$ cat config.mk
export PLATFORM = sky130hd
export DESIGN_NAME = csq_sqrt
export DESIGN_NICKNAME = d
export VERILOG_FILES = /design/src/pkg/csq_pkg.sv /design/src/csq_sqrt.sv /design/src/csq_hyp_stage.sv
export SDC_FILE = /design/constraint.sdc
export NUM_CORES = 2
export LEC_CHECK = 0
export BUFFER_PORTS_ARGS = -buffer_cell sky130_fd_sc_hd__buf_2
export CAP_MARGIN = 20
export CORE_MARGIN = 4
export CORE_UTILIZATION = 40
export DETAILED_ROUTE_END_ITERATION = 16
export PLACE_DENSITY_LB_ADDON = 0.15
export SLEW_MARGIN = 20
export SYNTH_ARGS = -nofsm -noshare
export SYNTH_HDL_FRONTEND = slang
export SYNTH_HIERARCHICAL = 1
export SYNTH_SLANG_ARGS = --single-unit
$ cat constraint.sdc
create_clock -name ref_clk_i -period 19.71 [get_ports ref_clk_i]
set_input_delay 2.9565 -clock ref_clk_i [delete_from_list [all_inputs] [get_ports ref_clk_i]]
set_output_delay 2.9565 -clock ref_clk_i [all_outputs]
set_load 0.01 [all_outputs]
$ cat src/pkg/csq_pkg.sv
// Shared constants and helpers for the square-root pipeline
package csq_pkg;

  // ----------------------------------------------------------------
  // Pipeline timing
  // ----------------------------------------------------------------
  localparam int FIXED_LAT = 7;
  localparam int PE_LAT_DEF = 1;
  localparam int N_PE_DEF = 8;
  localparam int WIDTH_DEF = 16;
  localparam int BIN_PT_DEF = 14;
  localparam int HEADROOM = 3;

  // ----------------------------------------------------------------
  // Gain compensation, unsigned with GAIN_FRAC fraction bits
  // ----------------------------------------------------------------
  localparam int GAIN_FRAC = 16;
  localparam logic [16:0] INV_GAIN_DEF = 17'h1351D;
  localparam int REPEAT_FIRST = 4;

  // ----------------------------------------------------------------
  // Shift of rotation k, with the classic repeated steps 4, 13, 40
  // ----------------------------------------------------------------
  function automatic int hyp_shift(input int k);
    int i;
    int rep;
    bit done;
    i = 1;
    rep = REPEAT_FIRST;
    done = 1'b0;
    for (int n = 0; n < k; n++) begin
      if (i == rep && !done) begin
        done = 1'b1;
      end else begin
        if (i == rep) begin
          rep = 3 * rep + 1;
          done = 1'b0;
        end
        i++;
      end
    end
    return i;
  endfunction

endpackage

$ cat src/csq_sqrt.sv
// Pipelined hyperbolic CORDIC square-root unit
// Overview of operation
// - The root is formed by a fully parallel chain of hyperbolic vectoring stages.
// - The start vector is X = w + 0.25 and Y = w - 0.25 from normalized w.
// - A negative input is made non-negative and its sign travels to the end.
// - Every input converges except the most negative code, which is undefined.
// - A zero input raises a flag that travels along and forces the result to 0.
// - The magnitude is shifted left until it lies in [0.25, 1).
// - The left shift is kept even and half of it goes to the correction stage.
// - Each stage rotates by a smaller angle, or an equal one at a repeated step, steering Y toward zero.
// - Correction scales by 2 to the minus (half shift + BASE_RSH) and applies the sign.
// - The number of rotation stages is a parameter of at least 1.
// - A parameter sets the register stages after each rotation.
// - Latency is 7 + I + I mod 2 + all rotation latencies, I = WIDTH - BIN_PT.
`timescale 1ns/10ps
module csq_sqrt #(
  parameter int          WIDTH    = csq_pkg::WIDTH_DEF,
  parameter int          BIN_PT   = csq_pkg::BIN_PT_DEF,
  parameter int          N_PE     = csq_pkg::N_PE_DEF,
  parameter int          PE_LAT   = csq_pkg::PE_LAT_DEF,
  parameter logic [16:0] INV_GAIN = csq_pkg::INV_GAIN_DEF
) (
  input  wire logic                    ref_clk_i,
  input  wire logic                    reset_i,
  input  wire logic                    valid_i,
  input  wire logic signed [WIDTH-1:0] x_i,
  output logic                         valid_o,
  output logic signed [WIDTH-1:0]      sqrt_o
);

  // ----------------------------------------------------------------
  // Derived sizes
  // ----------------------------------------------------------------
  localparam int INT_BITS = WIDTH - BIN_PT;
  localparam int EXTRA = INT_BITS + INT_BITS % 2;
  localparam int NPE = (N_PE < 1) ? 1 : N_PE;
  localparam int LAT_TOTAL = csq_pkg::FIXED_LAT + EXTRA + NPE * PE_LAT;
  localparam int EXP = WIDTH - 1 - BIN_PT;
  localparam int EXP2 = EXP + EXP % 2;
  localparam int PRE = WIDTH - BIN_PT - EXP2;
  localparam int BASE_RSH = EXP2 / 2 + PRE;
  localparam int SHW = $clog2(WIDTH + 1);
  localparam int IW = WIDTH + csq_pkg::HEADROOM;
  localparam int SIDEW = 3 + SHW;
  localparam int GW = IW + csq_pkg::GAIN_FRAC + 1;
  localparam logic signed [IW-1:0] QUARTER = IW'(1) << (WIDTH - 2);
  localparam logic signed [WIDTH-1:0] MOST_NEG = {1'b1, {(WIDTH-1){1'b0}}};

  function automatic logic [SHW-1:0] lead_zeros(input logic [WIDTH-1:0] v);
    logic [SHW-1:0] n;
    logic           found;
    n = '0;
    found = 1'b0;
    for (int i = WIDTH - 1; i >= 0; i--) begin
      if (!found) begin
        if (v[i]) begin
          found = 1'b1;
        end else begin
          n = n + 1'b1;
        end
      end
    end
    return n;
  endfunction

  // ----------------------------------------------------------------
  // Input register and delay line
  // ----------------------------------------------------------------
  logic signed [WIDTH-1:0] dly_x [0:EXTRA];
  logic                    dly_v [0:EXTRA];

  always_ff @(posedge ref_clk_i) begin
    if (reset_i) begin
      for (int k = 0; k <= EXTRA; k++) begin
        dly_x[k] <= '0;
        dly_v[k] <= 1'b0;
      end
    end else begin
      dly_x[0] <= x_i;
      dly_v[0] <= valid_i;
      for (int k = 1; k <= EXTRA; k++) begin
        dly_x[k] <= dly_x[k-1];
        dly_v[k] <= dly_v[k-1];
      end
    end
  end

  // ----------------------------------------------------------------
  // Sign and zero handling
  // ----------------------------------------------------------------
  logic signed [WIDTH-1:0] in_w;
  logic [WIDTH-1:0]        abs_w;
  logic [WIDTH-1:0]        frac;
  logic                    s2_neg;
  logic                    s2_zero;
  logic                    s2_v;

  assign in_w = dly_x[EXTRA];
  assign abs_w = in_w[WIDTH-1] ? WIDTH'(-in_w) : WIDTH'(in_w);

  always_ff @(posedge ref_clk_i) begin
    if (reset_i) begin
      frac <= '0;
      s2_neg <= 1'b0;
      s2_zero <= 1'b0;
      s2_v <= 1'b0;
    end else begin
      frac <= WIDTH'(abs_w << PRE);
      s2_neg <= in_w[WIDTH-1];
      s2_zero <= (in_w == '0);
      s2_v <= dly_v[EXTRA];
    end
  end

  // ----------------------------------------------------------------
  // Even-shift normalization
  // ----------------------------------------------------------------
  logic [SHW-1:0]   lz;
  logic [SHW-1:0]   even_sh;
  logic [WIDTH-1:0] norm;
  logic [SHW-1:0]   half_sh;
  logic             s3_neg;
  logic             s3_zero;
  logic             s3_v;

  assign lz = lead_zeros(frac);
  assign even_sh = {lz[SHW-1:1], 1'b0};

  always_ff @(posedge ref_clk_i) begin
    if (reset_i) begin
      norm <= '0;
      half_sh <= '0;
      s3_neg <= 1'b0;
      s3_zero <= 1'b0;
      s3_v <= 1'b0;
    end else begin
      norm <= frac << even_sh;
      half_sh <= lz >> 1;
      s3_neg <= s2_neg;
      s3_zero <= s2_zero;
      s3_v <= s2_v;
    end
  end

  // ----------------------------------------------------------------
  // Start vector and rotation chain
  // ----------------------------------------------------------------
  logic signed [IW-1:0] rx [0:NPE];
  logic signed [IW-1:0] ry [0:NPE];
  logic [SIDEW-1:0]     rs [0:NPE];

  always_ff @(posedge ref_clk_i) begin
    if (reset_i) begin
      rx[0] <= '0;
      ry[0] <= '0;
      rs[0] <= '0;
    end else begin
      rx[0] <= $signed({3'h0, norm}) + QUARTER;
      ry[0] <= $signed({3'h0, norm}) - QUARTER;
      rs[0] <= {s3_v, s3_neg, s3_zero, half_sh};
    end
  end

  generate
    for (genvar g = 0; g < NPE; g++) begin : g_pe
      csq_hyp_stage #(
        .IW    (IW),
        .SIDEW (SIDEW),
        .SHIFT (csq_pkg::hyp_shift(g)),
        .LAT   (PE_LAT)
      ) u_stage (
        .ref_clk_i (ref_clk_i),
        .reset_i   (reset_i),
        .x_i       (rx[g]),
        .y_i       (ry[g]),
        .side_i    (rs[g]),
        .x_o       (rx[g+1]),
        .y_o       (ry[g+1]),
        .side_o    (rs[g+1])
      );
    end
  endgenerate

  // ----------------------------------------------------------------
  // Gain removal, scaling and sign
  // ----------------------------------------------------------------
  logic signed [GW-1:0]    prod;
  logic [WIDTH:0]          root;
  logic [WIDTH:0]          scaled;
  logic [SIDEW-1:0]        s5_side;
  logic [SIDEW-1:0]        s6_side;
  logic                    out_zero;

  assign prod = rx[NPE] * $signed({1'b0, INV_GAIN});

  always_ff @(posedge ref_clk_i) begin
    if (reset_i) begin
      root <= '0;
      s5_side <= '0;
    end else begin
      root <= prod[csq_pkg::GAIN_FRAC +: WIDTH + 1];
      s5_side <= rs[NPE];
    end
  end

  always_ff @(posedge ref_clk_i) begin
    if (reset_i) begin
      scaled <= '0;
      s6_side <= '0;
    end else begin
      scaled <= root >> (BASE_RSH + int'(s5_side[SHW-1:0]));
      s6_side <= s5_side;
    end
  end

  always_ff @(posedge ref_clk_i) begin
    if (reset_i) begin
      sqrt_o <= '0;
      valid_o <= 1'b0;
      out_zero <= 1'b0;
    end else begin
      valid_o <= s6_side[SHW+2];
      out_zero <= s6_side[SHW];
      if (s6_side[SHW]) begin
        sqrt_o <= '0;
      end else if (s6_side[SHW+1]) begin
        sqrt_o <= -$signed(scaled[WIDTH-1:0]);
      end else begin
        sqrt_o <= $signed(scaled[WIDTH-1:0]);
      end
    end
  end

  // ----------------------------------------------------------------
  // Checks
  // ----------------------------------------------------------------
  logic [15:0] since_rst;
  logic        filled;

  always_ff @(posedge ref_clk_i) begin
    if (reset_i) begin
      since_rst <= '0;
    end else if (!filled) begin
      since_rst <= since_rst + 16'h0001;
    end
  end
  assign filled = (int'(since_rst) > LAT_TOTAL);
endmodule

$ cat src/csq_hyp_stage.sv
// One hyperbolic vectoring rotation with its pipeline registers
`timescale 1ns/10ps
module csq_hyp_stage #(
  parameter int IW    = 19,
  parameter int SIDEW = 8,
  parameter int SHIFT = 1,
  parameter int LAT   = 1
) (
  input  wire logic                 ref_clk_i,
  input  wire logic                 reset_i,
  input  wire logic signed [IW-1:0] x_i,
  input  wire logic signed [IW-1:0] y_i,
  input  wire logic [SIDEW-1:0]     side_i,
  output logic signed [IW-1:0]      x_o,
  output logic signed [IW-1:0]      y_o,
  output logic [SIDEW-1:0]          side_o
);

  // ----------------------------------------------------------------
  // Rotation toward y = 0
  // ----------------------------------------------------------------
  logic signed [IW-1:0] next_x;
  logic signed [IW-1:0] next_y;

  always_comb begin
    if (y_i < 0) begin
      next_x = x_i + (y_i >>> SHIFT);
      next_y = y_i + (x_i >>> SHIFT);
    end else begin
      next_x = x_i - (y_i >>> SHIFT);
      next_y = y_i - (x_i >>> SHIFT);
    end
  end

  // ----------------------------------------------------------------
  // Pipeline registers after the rotation
  // ----------------------------------------------------------------
  generate
    if (LAT == 0) begin : g_comb
      assign x_o = next_x;
      assign y_o = next_y;
      assign side_o = side_i;
    end else begin : g_pipe
      logic signed [IW-1:0] px [0:LAT-1];
      logic signed [IW-1:0] py [0:LAT-1];
      logic [SIDEW-1:0]     ps [0:LAT-1];
      always_ff @(posedge ref_clk_i) begin
        if (reset_i) begin
          for (int k = 0; k < LAT; k++) begin
            px[k] <= '0;
            py[k] <= '0;
            ps[k] <= '0;
          end
        end else begin
          px[0] <= next_x;
          py[0] <= next_y;
          ps[0] <= side_i;
          for (int k = 1; k < LAT; k++) begin
            px[k] <= px[k-1];
            py[k] <= py[k-1];
            ps[k] <= ps[k-1];
          end
        end
      end
      assign x_o = px[LAT-1];
      assign y_o = py[LAT-1];
      assign side_o = ps[LAT-1];
    end
  endgenerate
endmodule

==> summary.md <==
| Metric | Value |
|---|---|
| Fin crit share | `around 47%` |
| Fill count | `10.2k` |
| DR WL/cell | `16.4 um` |
| Largest net degree at the start of global routing | `132` |
| Final core occ | `~44%` |
| CTS buffer count | `59` |
| DR iter-0 viols | `around 1.7k` |
| Vias in the first global route | `31.1k` |
| Initial cell density of the core | `40.6%` |
| Vias | `32.3k` |
| Die Span Y | `around 330 um` |
| Finished Cell Area | `44,400 um2` |
| Startpoint Class | `flop` |
| Endpoints failing setup | `0` |
| Area Growth Syn to Fin | `8.58%` |
| Hold crit path type | `flop to flop` |
| Final net count | `5,361` |
| Remaining antenna violation count after routing | `0` |
| Setup Fix Bufs, Post-CTS | `0` |
| Die area | `107,000 um2` |
| Setup tns final | `0 ps` |
| CTS tree | `built` |
| GRT overflow | `0` |
| Final Hold Vio Count | `0` |
| Total track usage | `18.5%` |
| Synthesized instance count | `about 4.8k` |
| Cell Area, Synth | `between 40,000 and 50,000 um2` |
| Hold-fix buffers, CTS | `0` |
| HPWL Detailed | `around 79,000 um` |
| DRT Wirelength | `101,000 um` |
| Drt drc | `0` |
| PostCTS Resize Cnt | `0` |
| Antenna violations before repair | `0` |
| RSZ-0062 raised after global routing | `false` |
| Hold path cells | `1` |
| # diodes | `0` |
| Worst Path Max Fanout | `17` |
| CP most frequent cell | `ha_1` |
| Final Critical Period | `9210 ps` |
| Register clock-pin slew on the reported worst setup and hold paths | `60 ps` |
| R2r worst-path depth | `37` |
| Setup Crit Path Kind | `flop to flop` |
| Root Driver | `clkbuf_16` |
| Data arrival time of the worst path | `around 10000 ps` |
| Slowest stage delay, CP | `610 ps` |
| Synth warn | `6` |
| Fmax achieved | `0.109 GHz` |
| CTS Buffer Depth | `3` |
| Min Hold Slack | `412 ps` |
| Slowest CP cell | `xnor3_2` |
| Buffers on Ports | `35` |
| Crit path capture type | `flop` |
| H-tree Lvls | `2` |
| Worst Tran Pin Value | `977 ps` |
| Pre-antenna DRT Iters | `6` |
| Final Skew | `between 40 and 50 ps` |
| Width of the chip | `328 um` |
| Syn_area_per_cell | `around 8.6 um2` |
| Pins over their slew limit | `0` |
| Routability Congestion | `0.857` |
| Via density | `5.26` |
| Max_cap viols | `0` |
| Clock sinks | `521` |
| Total core area | `101,000 um2` |
| Boundary pin count | `36` |
| First-pass GRT wire length | `165,000 um` |
| Clock Latency Late Sink | `670 ps` |
| Status | `completed` |
| Slew HR | `34.8%` |
| Share of cells above drive strength 1 | `6.53%` |
| Req. time, crit path | `between 20,000 and 25,000 ps` |
| Area after DPL | `approximately 42,000 um2` |
| Site Rows | `116` |
-- metal layers --
metal | GRT usage (%) | vias to the layer above | share of wire (%)
li1 | - | 16500 | -
met3 | 2.01 | 106 | 3.1
met5 | 0 | - | 0
met1 | 26.2 | 15300 | 50
met4 | 4.35 | 0 | 1.9
met2 | 30.3 | 418 | 45
-- worst max-delay path: cells and delay by family (launching register included) --
kind                       cells  cell delay, ps
and+or+nand+nor               11            1450
AOI/OAI and AO/OA             14            3850
xor gates and xnor gates       1             610
adders and majority gates      8            2340
muxes                          1             260
buffers and inverters          2             210
DFF                            1             370
-- flip-flops by register name (all words and copies together) (netlist names), 2 cells and up --
register / cells
g_pe.u_stage/g_pipe.px: 152
g_pe.u_stage/g_pipe.py: 126
g_pe.u_stage/g_pipe.ps: 64
dly_x: 48
ry: 17
frac: 16
norm: 16
root: 16
scaled: 16
sqrt_o: 16
s5_side: 8
rs: 7
half_sh: 4
dly_v: 3
s6_side: 3
rx: 2
-- cell usage in the layout, fill, tap and decap left out, types with 16 or more instances in the layout --
cell       instances
a211oi_1          52
nor2_1           544
clkbuf_16         59
nor3_1           111
dfxtp_1          521
a21o_1           102
nor3b_1           26
nand3_1           55
or3_1             24
nor4_1            40
nand4_1           36
fa_1             133
o21a_1            30
nand2_1          254
or4_1             23
xor2_1           251
o31ai_1           20
ha_1             468
and3_1            26
o21bai_1          22
xnor2_1          169
o211ai_1          49
and2_1            23
nor2b_1          261
buf_2             34
o21ai_0          138
o21ai_1           40
a21boi_0          16
a31oi_1           57
a21oi_1          320
inv_1            372
mux2i_1           34
mux2_2            53
nand2b_1          47
-- final cells by class --
class / instances / area, um2 / share of cell area (%)
clock buffers: 83 / 1670 / 3.76
multi-input cells: 3735 / 28400 / 64.1
inverters: 374 / 1400 / 3.17
repair buffers: 50 / 298 / 0.671
clock inverters: 27 / 445 / 1.00
well taps: 1357 / 1700 / 3.83
flip-flops and latches: 521 / 10400 / 23.5
-- path summary, 6_finish.rpt --
check,startpoint,endpoint,slack (ps)
setup / recovery,frac[14],norm[14],10500
hold / removal,g_pe[5].u_stage/g_pipe.ps[0][7],g_pe[6].u_stage/g_pipe.ps[0][7],410
setup reg to reg,frac[14],norm[14],10500
hold reg to reg,g_pe[5].u_stage/g_pipe.ps[0][7],g_pe[6].u_stage/g_pipe.ps[0][7],410
-- per-stage QoR --
step                      std cells  worst slack (ps)
after floorplan                4775             11650
after global placement         6037             10550
after detailed placement       6037             10480
after CTS                      6147             10460
after global routing           6147              9540
final                          6147             10500
Power is left out: the tool's default activity adds up to more than one toggle a clock period on the data nets, which glitch-free logic cannot reach.
